<file path="src/common/two_wire_map.vh">
// Purpose: Register offsets, field positions and reset values of the two-wire control port.
// Assumes: APB with 32-bit data; every register occupies one aligned word.
// Notes:   Definitions only; included by bare name.
//
// Contract
// - As receiving master, the acknowledge sequence drives ack_value: 1 NACK, 0 ACK.
// - ack_sequence_go and ack_value act only while the port is master in a master receive.
// - Writing 1 to ack_sequence_go generates an acknowledge sequence carrying ack_value.
// - Hardware clears ack_sequence_go when the acknowledge sequence ends; 0 means none running.
// - Setting master_receive_go makes the master clock in one data byte from the bus.
// - Hardware clears master_receive_go at the end of the eighth received bit.
// - Setting stop_condition_go while master generates a Stop condition.
// - Hardware clears stop_condition_go when the Stop sequence completes.
// - Setting restart_condition_go while master generates a Repeated Start condition.
// - Hardware clears restart_condition_go when the Repeated Start sequence completes.
// - Setting start_condition_go generates a Start condition and makes the port bus master.
// - Hardware clears start_condition_go when the Start sequence completes.
// - Stretch off: software may only set slave_clock_release; slave transmit start clears it.
// - As slave, the clock line is released while slave_clock_release is 1 and held low while it is 0.
// - Stretch on: software writes 0 or 1; slave transmit start and receive end clear it.
`ifndef TWO_WIRE_MAP_VH
`define TWO_WIRE_MAP_VH

`define TW_ADDR_CONTROL   12'h000
`define TW_ADDR_RX_DATA   12'h004
`define TW_ADDR_DIVIDER   12'h008

`define TW_BIT_ENABLE       15
`define TW_BIT_IDLE_STOP    13
`define TW_BIT_CLK_RELEASE  12
`define TW_BIT_STRETCH_EN   6
`define TW_BIT_ACK_VALUE    5
`define TW_BIT_ACK_GO       4
`define TW_BIT_RECV_GO      3
`define TW_BIT_STOP_GO      2
`define TW_BIT_RSTART_GO    1
`define TW_BIT_START_GO     0
`define TW_BIT_RX_FULL      8

`define TW_CONTROL_STORE_MASK 16'hBFE0
`define TW_CONTROL_RESET      16'h0000
`define TW_DIVIDER_RESET      16'h0031
`define TW_RECV_LAST_PHASE    4'hF

`endif

</file>
<file path="src/logic/two_wire_control_port.v">
// Purpose: Control register and master sequencer of a two-wire serial port, APB slave.
// Assumes: Open-drain pins: an enable high pulls the line low; the output value is always 0.
// Notes:   Slave address matching lives elsewhere and reports through the slave_* inputs.
//
// Local design decisions: the APB slave port and the address map.
`timescale 1ns/1ps
`default_nettype none
`include "two_wire_map.vh"
module two_wire_control_port #(
   parameter ADDR_W = 12,
   parameter DIV_W  = 16
)(
   input  wire              pclk,
   input  wire              presetn,
   input  wire              psel,
   input  wire              penable,
   input  wire              pwrite,
   input  wire [ADDR_W-1:0] paddr,
   input  wire [31:0]       pwdata,
   output reg  [31:0]       prdata,
   output reg               pready,
   output reg               pslverr,
   input  wire              serial_clock_line_in,
   output reg               serial_clock_line_out,
   output reg               serial_clock_line_oe,
   input  wire              serial_data_line_in,
   output reg               serial_data_line_out,
   output reg               serial_data_line_oe,
   input  wire              slave_active,
   input  wire              slave_tx_begin,
   input  wire              slave_rx_end,
   output reg               bus_master
);
   localparam [5:0] S_IDLE   = 6'h01;
   localparam [5:0] S_START  = 6'h02;
   localparam [5:0] S_RSTART = 6'h04;
   localparam [5:0] S_STOP   = 6'h08;
   localparam [5:0] S_RECV   = 6'h10;
   localparam [5:0] S_ACK    = 6'h20;

   ////////////////////////////////////////////////////////////////////////////////
   // APB slave. One wait state so that prdata and pready come from flip-flops.

   wire        access   = psel & penable & pready;
   wire        hit_con  = (paddr == `TW_ADDR_CONTROL);
   wire        hit_rxd  = (paddr == `TW_ADDR_RX_DATA);
   wire        hit_div  = (paddr == `TW_ADDR_DIVIDER);
   wire        hit_any  = hit_con | hit_rxd | hit_div;
   wire        wr_con   = access & pwrite & hit_con;
   wire        wr_div   = access & pwrite & hit_div;
   wire        rd_rxd   = access & ~pwrite & hit_rxd;

   reg  [15:0]      con_r;
   reg  [DIV_W-1:0] div_r;
   reg  [7:0]       rx_byte_r;
   reg              rx_full_r;
   reg  [5:0]       state_r;
   reg  [5:0]       state_nxt;
   reg  [3:0]       phase_r;
   reg  [3:0]       phase_nxt;
   reg  [7:0]       shift_r;
   reg              rx_xfer_r;
   reg              scl_hold_nxt;
   reg              sda_hold_nxt;
   reg  [31:0]      rd_mux;
   wire [15:0]      con_view;
   wire [1:0]       pins_s;
   wire             scl_s = pins_s[1];
   wire             sda_s = pins_s[0];
   wire             tick;

   // Request bits read back as the sequencer state, so they fall the cycle it returns to idle.
   assign con_view = {con_r[15:5],
                      state_r[5],
                      state_r[4],
                      state_r[3],
                      state_r[2],
                      state_r[1]};

   always @*
   begin
      rd_mux = 32'h0000_0000;
      if (hit_con)
         rd_mux = {16'h0000, con_view};
      else if (hit_rxd)
         rd_mux = {23'h00_0000, rx_full_r, rx_byte_r};
      else if (hit_div)
         rd_mux = {{(32-DIV_W){1'b0}}, div_r};
   end

   always @(posedge pclk or negedge presetn)
   begin
      if (!presetn)
      begin
         pready  <= 1'b0;
         prdata  <= 32'h0000_0000;
         pslverr <= 1'b0;
      end
      else
      begin
         pready  <= psel & penable & ~pready;
         if (psel & penable & ~pready)
         begin
            prdata  <= pwrite ? 32'h0000_0000 : rd_mux;
            pslverr <= ~hit_any;
         end
         else
         begin
            pslverr <= 1'b0;
         end
      end
   end

   ////////////////////////////////////////////////////////////////////////////////
   // Stored control bits and the slave clock release.

   wire en        = con_r[`TW_BIT_ENABLE];
   wire stretch   = con_r[`TW_BIT_STRETCH_EN];
   wire rel_set   = wr_con & pwdata[`TW_BIT_CLK_RELEASE];
   wire rel_clr_w = wr_con & ~pwdata[`TW_BIT_CLK_RELEASE] & stretch;
   wire rel_hw    = slave_tx_begin | (stretch & slave_rx_end);

   always @(posedge pclk or negedge presetn)
   begin
      if (!presetn)
      begin
         con_r <= `TW_CONTROL_RESET;
         div_r <= `TW_DIVIDER_RESET;
      end
      else
      begin
         if (wr_con)
            con_r[15:13] <= {pwdata[15], 1'b0, pwdata[13]};
         if (wr_con)
            con_r[11:5] <= pwdata[11:5];
         // Hardware clear wins over a software write: a stretch is the safe outcome.
         if (rel_hw)
            con_r[`TW_BIT_CLK_RELEASE] <= 1'b0;
         else if (rel_set)
            con_r[`TW_BIT_CLK_RELEASE] <= 1'b1;
         else if (rel_clr_w)
            con_r[`TW_BIT_CLK_RELEASE] <= 1'b0;
         con_r[4:0] <= 5'h00;
         if (wr_div)
            div_r <= pwdata[DIV_W-1:0];
      end
   end

   ////////////////////////////////////////////////////////////////////////////////
   // Link inputs and phase timing.

   two_flop_sync #(
      .WIDTH (2),
      .INIT  (2'b11)
   ) u_pin_sync (
      .clk      (pclk),
      .rst_n    (presetn),
      .async_in ({serial_clock_line_in, serial_data_line_in}),
      .sync_out (pins_s)
   );

   phase_tick #(
      .WIDTH (DIV_W)
   ) u_phase_tick (
      .clk     (pclk),
      .rst_n   (presetn),
      .run     (~state_r[0]),
      .divisor (div_r),
      .tick    (tick)
   );

   // A released clock line may be held low by another device; wait for it to read high.
   wire advance = tick & (serial_clock_line_oe ? 1'b1 : scl_s);

   ////////////////////////////////////////////////////////////////////////////////
   // Request acceptance. A request that is not legal now is dropped and reads back 0.

   wire go_start  = wr_con & pwdata[`TW_BIT_START_GO] & ~bus_master;
   wire go_rstart = wr_con & pwdata[`TW_BIT_RSTART_GO] & bus_master;
   wire go_stop   = wr_con & pwdata[`TW_BIT_STOP_GO] & bus_master;
   wire go_recv   = wr_con & pwdata[`TW_BIT_RECV_GO] & bus_master;
   wire go_ack    = wr_con & pwdata[`TW_BIT_ACK_GO] & bus_master & rx_xfer_r;
   wire last      = advance & (state_nxt == S_IDLE);

   ////////////////////////////////////////////////////////////////////////////////
   // Master sequencer. Line levels are decided here and registered onto the pins.

   always @*
   begin
      state_nxt    = state_r;
      phase_nxt    = phase_r;
      scl_hold_nxt = serial_clock_line_oe;
      sda_hold_nxt = serial_data_line_oe;
      case (state_r)
         S_IDLE:
         begin
            phase_nxt    = 4'h0;
            sda_hold_nxt = 1'b0;
            scl_hold_nxt = bus_master | (slave_active & ~con_r[`TW_BIT_CLK_RELEASE]);
            if (en & go_start)
               state_nxt = S_START;
            else if (en & go_rstart)
               state_nxt = S_RSTART;
            else if (en & go_stop)
               state_nxt = S_STOP;
            else if (en & go_recv)
               state_nxt = S_RECV;
            else if (en & go_ack)
               state_nxt = S_ACK;
         end
         S_START:
         begin
            // Both lines released, then data falls, then clock falls.
            scl_hold_nxt = (phase_r == 4'h2);
            sda_hold_nxt = (phase_r != 4'h0);
            if (advance)
               phase_nxt = phase_r + 4'h1;
            if (advance & (phase_r == 4'h2))
               state_nxt = S_IDLE;
         end
         S_RSTART:
         begin
            // Data released, clock released, data falls, clock falls.
            scl_hold_nxt = (phase_r == 4'h0) | (phase_r == 4'h3);
            sda_hold_nxt = (phase_r >= 4'h2);
            if (advance)
               phase_nxt = phase_r + 4'h1;
            if (advance & (phase_r == 4'h3))
               state_nxt = S_IDLE;
         end
         S_STOP:
         begin
            // Data low under a low clock, clock released, data released.
            scl_hold_nxt = (phase_r == 4'h0);
            sda_hold_nxt = (phase_r != 4'h2);
            if (advance)
               phase_nxt = phase_r + 4'h1;
            if (advance & (phase_r == 4'h2))
               state_nxt = S_IDLE;
         end
         S_RECV:
         begin
            // Even phase: clock low; odd phase: clock released, data sampled at its end.
            scl_hold_nxt = ~phase_r[0];
            sda_hold_nxt = 1'b0;
            if (advance)
               phase_nxt = phase_r + 4'h1;
            if (advance & (phase_r == `TW_RECV_LAST_PHASE))
               state_nxt = S_IDLE;
         end
         S_ACK:
         begin
            // Data set to the stored value under a low clock, one clock pulse, data released.
            scl_hold_nxt = (phase_r != 4'h1);
            sda_hold_nxt = (phase_r != 4'h3) & ~con_r[`TW_BIT_ACK_VALUE];
            if (advance)
               phase_nxt = phase_r + 4'h1;
            if (advance & (phase_r == 4'h3))
               state_nxt = S_IDLE;
         end
         default:
         begin
            state_nxt    = S_IDLE;
            phase_nxt    = 4'h0;
            scl_hold_nxt = 1'b0;
            sda_hold_nxt = 1'b0;
         end
      endcase
      if (!en)
      begin
         state_nxt    = S_IDLE;
         phase_nxt    = 4'h0;
         scl_hold_nxt = 1'b0;
         sda_hold_nxt = 1'b0;
      end
   end

   always @(posedge pclk or negedge presetn)
   begin
      if (!presetn)
      begin
         state_r               <= S_IDLE;
         phase_r               <= 4'h0;
         serial_clock_line_oe  <= 1'b0;
         serial_data_line_oe   <= 1'b0;
         serial_clock_line_out <= 1'b0;
         serial_data_line_out  <= 1'b0;
      end
      else
      begin
         state_r               <= state_nxt;
         phase_r               <= phase_nxt;
         serial_clock_line_oe  <= scl_hold_nxt;
         serial_data_line_oe   <= sda_hold_nxt;
         serial_clock_line_out <= 1'b0;
         serial_data_line_out  <= 1'b0;
      end
   end

   ////////////////////////////////////////////////////////////////////////////////
   // Mastership, receive byte and the received-byte flag.

   always @(posedge pclk or negedge presetn)
   begin
      if (!presetn)
      begin
         bus_master <= 1'b0;
         rx_xfer_r  <= 1'b0;
         shift_r    <= 8'h00;
         rx_byte_r  <= 8'h00;
         rx_full_r  <= 1'b0;
      end
      else
      begin
         if (!en)
            bus_master <= 1'b0;
         else if (last & state_r[1])
            bus_master <= 1'b1;
         else if (last & state_r[3])
            bus_master <= 1'b0;
         if (!en | (last & (state_r[1] | state_r[2] | state_r[3])))
            rx_xfer_r <= 1'b0;
         else if (last & state_r[4])
            rx_xfer_r <= 1'b1;
         if (state_r[4] & advance & phase_r[0])
            shift_r <= {shift_r[6:0], sda_s};
         // A byte landing in the same cycle as a read keeps the flag set.
         if (last & state_r[4])
         begin
            rx_byte_r <= {shift_r[6:0], sda_s};
            rx_full_r <= 1'b1;
         end
         else if (rd_rxd)
         begin
            rx_full_r <= 1'b0;
         end
      end
   end
endmodule
`default_nettype wire

</file>
<file path="src/logic/two_flop_sync.v">
// Purpose: Two-flip-flop synchroniser for levels from outside the pclk domain.
// Assumes: Each bit is an independent level.
// Notes:   The first stage feeds only the second stage.
`timescale 1ns/1ps
`default_nettype none
module two_flop_sync #(
   parameter WIDTH = 2,
   parameter [WIDTH-1:0] INIT = {WIDTH{1'b1}}
)(
   input  wire             clk,
   input  wire             rst_n,
   input  wire [WIDTH-1:0] async_in,
   output reg  [WIDTH-1:0] sync_out
);
   reg [WIDTH-1:0] meta_r;

   always @(posedge clk or negedge rst_n)
   begin
      if (!rst_n)
      begin
         meta_r   <= INIT;
         sync_out <= INIT;
      end
      else
      begin
         meta_r   <= async_in;
         sync_out <= meta_r;
      end
   end
endmodule
`default_nettype wire

</file>
<file path="src/logic/phase_tick.v">
// Purpose: Phase timer; pulses tick once every divisor+1 clocks while run is high.
// Assumes: divisor is static while run is high.
// Notes:   Reloads whenever run is low, so each sequence starts with a full phase.
`timescale 1ns/1ps
`default_nettype none
module phase_tick #(
   parameter WIDTH = 16
)(
   input  wire             clk,
   input  wire             rst_n,
   input  wire             run,
   input  wire [WIDTH-1:0] divisor,
   output reg              tick
);
   reg [WIDTH-1:0] count_r;

   always @(posedge clk or negedge rst_n)
   begin
      if (!rst_n)
      begin
         count_r <= {WIDTH{1'b0}};
         tick    <= 1'b0;
      end
      else if (!run)
      begin
         count_r <= divisor;
         tick    <= 1'b0;
      end
      else if (count_r == {WIDTH{1'b0}})
      begin
         count_r <= divisor;
         tick    <= 1'b1;
      end
      else
      begin
         count_r <= count_r - {{(WIDTH-1){1'b0}}, 1'b1};
         tick    <= 1'b0;
      end
   end
endmodule
`default_nettype wire

</file>
<file path="config.mk">
export PLATFORM = sky130hd
export DESIGN_NAME = two_wire_control_port
export DESIGN_NICKNAME = d
export VERILOG_FILES = /design/src/logic/two_wire_control_port.v /design/src/logic/two_flop_sync.v /design/src/logic/phase_tick.v
export VERILOG_INCLUDE_DIRS = /design/src /design/src/common
export SDC_FILE = /design/constraint.sdc
export NUM_CORES = 1
export LEC_CHECK = 0
export ABC_CLOCK_PERIOD_IN_PS = 5800
export BUFFER_PORTS_ARGS = -buffer_cell sky130_fd_sc_hd__buf_2
export CORE_MARGIN = 5
export CORE_UTILIZATION = 55
export DETAILED_ROUTE_END_ITERATION = 10
export GPL_TIMING_DRIVEN = 0
export PLACE_DENSITY = 0.9
export SETUP_SLACK_MARGIN = 0.3
export SLEW_MARGIN = 20
export SYNTH_ARGS = -nofsm -noshare
export SYNTH_HDL_FRONTEND = slang
export SYNTH_SLANG_ARGS = --single-unit
</file>
<file path="constraint.sdc">
create_clock -name pclk -period 5.8 [get_ports pclk]
set_input_delay 0.29 -clock pclk [delete_from_list [all_inputs] [get_ports pclk]]
set_output_delay 0.29 -clock pclk [all_outputs]
set_load 0.1 [all_outputs]
</file>
==> flow_summary.toml <==
[run_status]
outcome = "complete, no violations"

[critical_path]
cp_top_family = "simple AND/OR/NAND/NOR gates"
crit_type = "flop to flop"
crit_arrival_ps = 3180
max_stage_delay_ps = 690
endpoint_kind = "flop"
crit_chain = "or4b_2 > nor4_1 > a311o_2 > a211oi_2 > a211oi_4 > mux2_2"
path_max_fanout = 10
cp.required_ps = 6070
critPathBufInv = 0
cp-start-kind = "flop"
slowest_stage = "or4b_2"

[synthesis]
synth-adder-area-share_pct = 1.29
syn_inst = 486
ys.flop_type = "dfrtp_1"
ys_warn_count = 0
synth_top_cell_area_share_pct = 44.8
synth_compound_area_share_pct = 11.7
ys_types = 63
ys_top_cells_by_count = "dfrtp_1 (87), nand2_1 (68), nor2_1 (35)"
synth_top_cell_by_area = "dfrtp_1"
synthMuxAreaShare_pct = 9.05
yosysMostFrequentCell = "dfrtp_1"
yosysSeqAreaShare_pct = 49.2
syn_area_per_cell_um2 = 9.99
synth-seq-cells = 95
syn_area_um2 = 4850
async_flop_share_pct = 100
synthTopCellsByArea = "dfrtp_1 (45%), nand2_1 (5.3%), mux2_2 (5.1%)"
synth_top_family_by_area = "simple AND/OR/NAND/NOR gates"
synth_edf_count = 0
synth_xor_area_share_pct = 3.25
synth-simple-area-share_pct = 18.7

[finish]
final_area_um2 = 5590
drive_gt1_share_pct = 26.4
antennaDiodeCount = 0
area_growth_pct = 15.1
nets = 634
fillerInstances = 700

[pwr]
leakage_nw = 2.71
vdd_drop_max_mv = 0.133
power_density_nw_per_um2 = 217

[drt]
drc = 0
via_per_inst = 5.71
drtAntennaViolNets = 0
wirelength_um = 11600
vias = 3929
wire_per_inst_um = 16.8
drt_pass1_iterations = 6
dr.first_iter.drc_count = 326

[sta]
slew_viol_final = 0
finalSetupViolCount = 0
rsz0062_at_grt = "false"
finalHoldViolCount = 0
fin_crit_ps = 2910
tightest_slew_ps = 1170
final.setup.tns_ps = 0
max_slew_margin_pct = 21.5
fin_skew_ps = 7.64
clock.fmax_mhz = 343
fin_ws_ps = 2890
period_share_pct = 50.2

[clock_network]
clk_pin_slew_ps = 100
cts_tree = "built"
clock_sinks = 95
clockRootBuffer = "clkbuf_8"
cts_made_buffers = 9
clock_path_buffers = 2
h-tree-depth = 3
clk_latency_ps = 370

[placed_design]
place_congestion = 0.898
placed_area_um2 = 5370
io_buffers = 57
dp_hpwl_um = 8510
place_ws_ps = 2900

[global_routing]
overflow = 0
antenna_found_initial = 0
grt_max_degree = 52
grt_pass1_vias = 3851
track_usage_pct = 21.4
grt_pass1_wl_um = 18900

[floorplanning]
start_util_pct = 55.9
die_h_um = 104
die_w_um = 104
io_pins = 93
rows = 34
dieArea_um2 = 10800
coreArea_um2 = 8680

[min_path]
hp-class = "primary input to flop"

[run]
maxCapViolCount = 0
stage by stage:
stage	util [%]	std cells	power, mW	hold slack (ps)
after floorplan	-	503	0.760	-5.59
after global placement	61.5	668	0.794	346
after detailed placement	61.9	669	0.798	330
after CTS	64.4	688	1.22	61.5
after global routing	64.4	688	1.26	47.8
final	64.4	688	1.21	80.3
metal layers:
metal / share of wire [%] / up-vias / global-route usage (%)
li1: - / 1828 / -
met1: 40 / 1930 / 26.3
met2: 51 / 149 / 36.3
met3: 6.6 / 22 / 5.96
met4: 2.3 / 0 / 7.49
met5: 0 / - / 0
cells in the final DEF, fill, tap and decap left out, types with 3 or more instances in the layout:
| master | n |
|---|---|
| mux2_4 | 6 |
| xor2_1 | 9 |
| and2_1 | 3 |
| conb_1 | 18 |
| dlygate4sd3_1 | 3 |
| ha_1 | 5 |
| nor3_1 | 8 |
| buf_6 | 3 |
| mux2i_1 | 9 |
| nor2_1 | 35 |
| inv_1 | 22 |
| clkbuf_8 | 9 |
| dfrtp_1 | 87 |
| a31oi_1 | 5 |
| a21oi_1 | 32 |
| or2_2 | 3 |
| nand3_1 | 11 |
| or4_1 | 5 |
| xnor2_1 | 9 |
| dfstp_2 | 8 |
| nor2b_1 | 7 |
| o221ai_1 | 7 |
| nand2_1 | 68 |
| clkbuf_1 | 12 |
| inv_6 | 4 |
| buf_2 | 61 |
| buf_4 | 19 |
| a211oi_1 | 4 |
| o2111ai_1 | 3 |
| o21ai_0 | 26 |
| nand2b_1 | 6 |
| nor4_1 | 7 |
| mux2_2 | 22 |
report_power, final:
group          internal (mW)  switching, mW  total, mW
Clock                  0.166          0.259      0.425
Sequential             0.666        0.00136      0.667
Combinational         0.0270         0.0928      0.120
cells by family (layout without fill, tap and decap cells):
kind of cell | Yosys count | count (layout)
and+or+nand+nor | 176 | 176
DFF | 95 | 95
AOI/OAI and AO/OA | 91 | 91
buffers and inverters | 62 | 139
muxes | 38 | 38
xor gates and xnor gates | 18 | 18
adders and majority gates | 5 | 5
other | 1 | 18
cell type report:
| cell class | count | area, um^2 | area share, % |
|---|---|---|---|
| clock buffer | 9 | 124 | 2.22 |
| sequential | 95 | 2390 | 42.7 |
| clock inverter | 7 | 62.6 | 1.12 |
| tap | 108 | 135 | 2.42 |
| timing repair buffer | 61 | 345 | 6.18 |
| multi-input combinational | 346 | 2200 | 39.4 |
| inverter | 22 | 82.6 | 1.48 |
| buffer | 40 | 246 | 4.41 |
final timing paths:
| check | cells past startpoint | from | slack [ps] | to |
|---|---|---|---|---|
| max in group asynchronous | 3 | presetn | 4700 | rx_byte_r[2] |
| worst max-delay path | 6 | phase_r[0] | 2890 | rx_byte_r[1] |
| min in group asynchronous | 2 | presetn | 460 | u_phase_tick.count_r[3] |
| worst max register to register | 6 | phase_r[0] | 2890 | rx_byte_r[1] |
| worst min-delay path | 2 | slave_tx_begin | 80 | con_r[12] |
| worst min register to register | 0 | u_pin_sync.meta_r[0] | 360 | u_pin_sync.sync_out[0] |
state kept, by name, indices dropped and copies added, names as in the netlist, 4 cells and up:
signal                flops
con_r                    10
prdata                   16
u_phase_tick.count_r     16
state_r                   6
shift_r                   7
div_r                    16
rx_byte_r                 8
phase_r                   4
what timing repair did:
action,4_1_cts,5_1_grt
hold buffers,3,0
setup buffers,0,0
resized for setup,0,0
hold endpoints to repair,38,0
No activity file was read; power rests on OpenSTA's default activity.
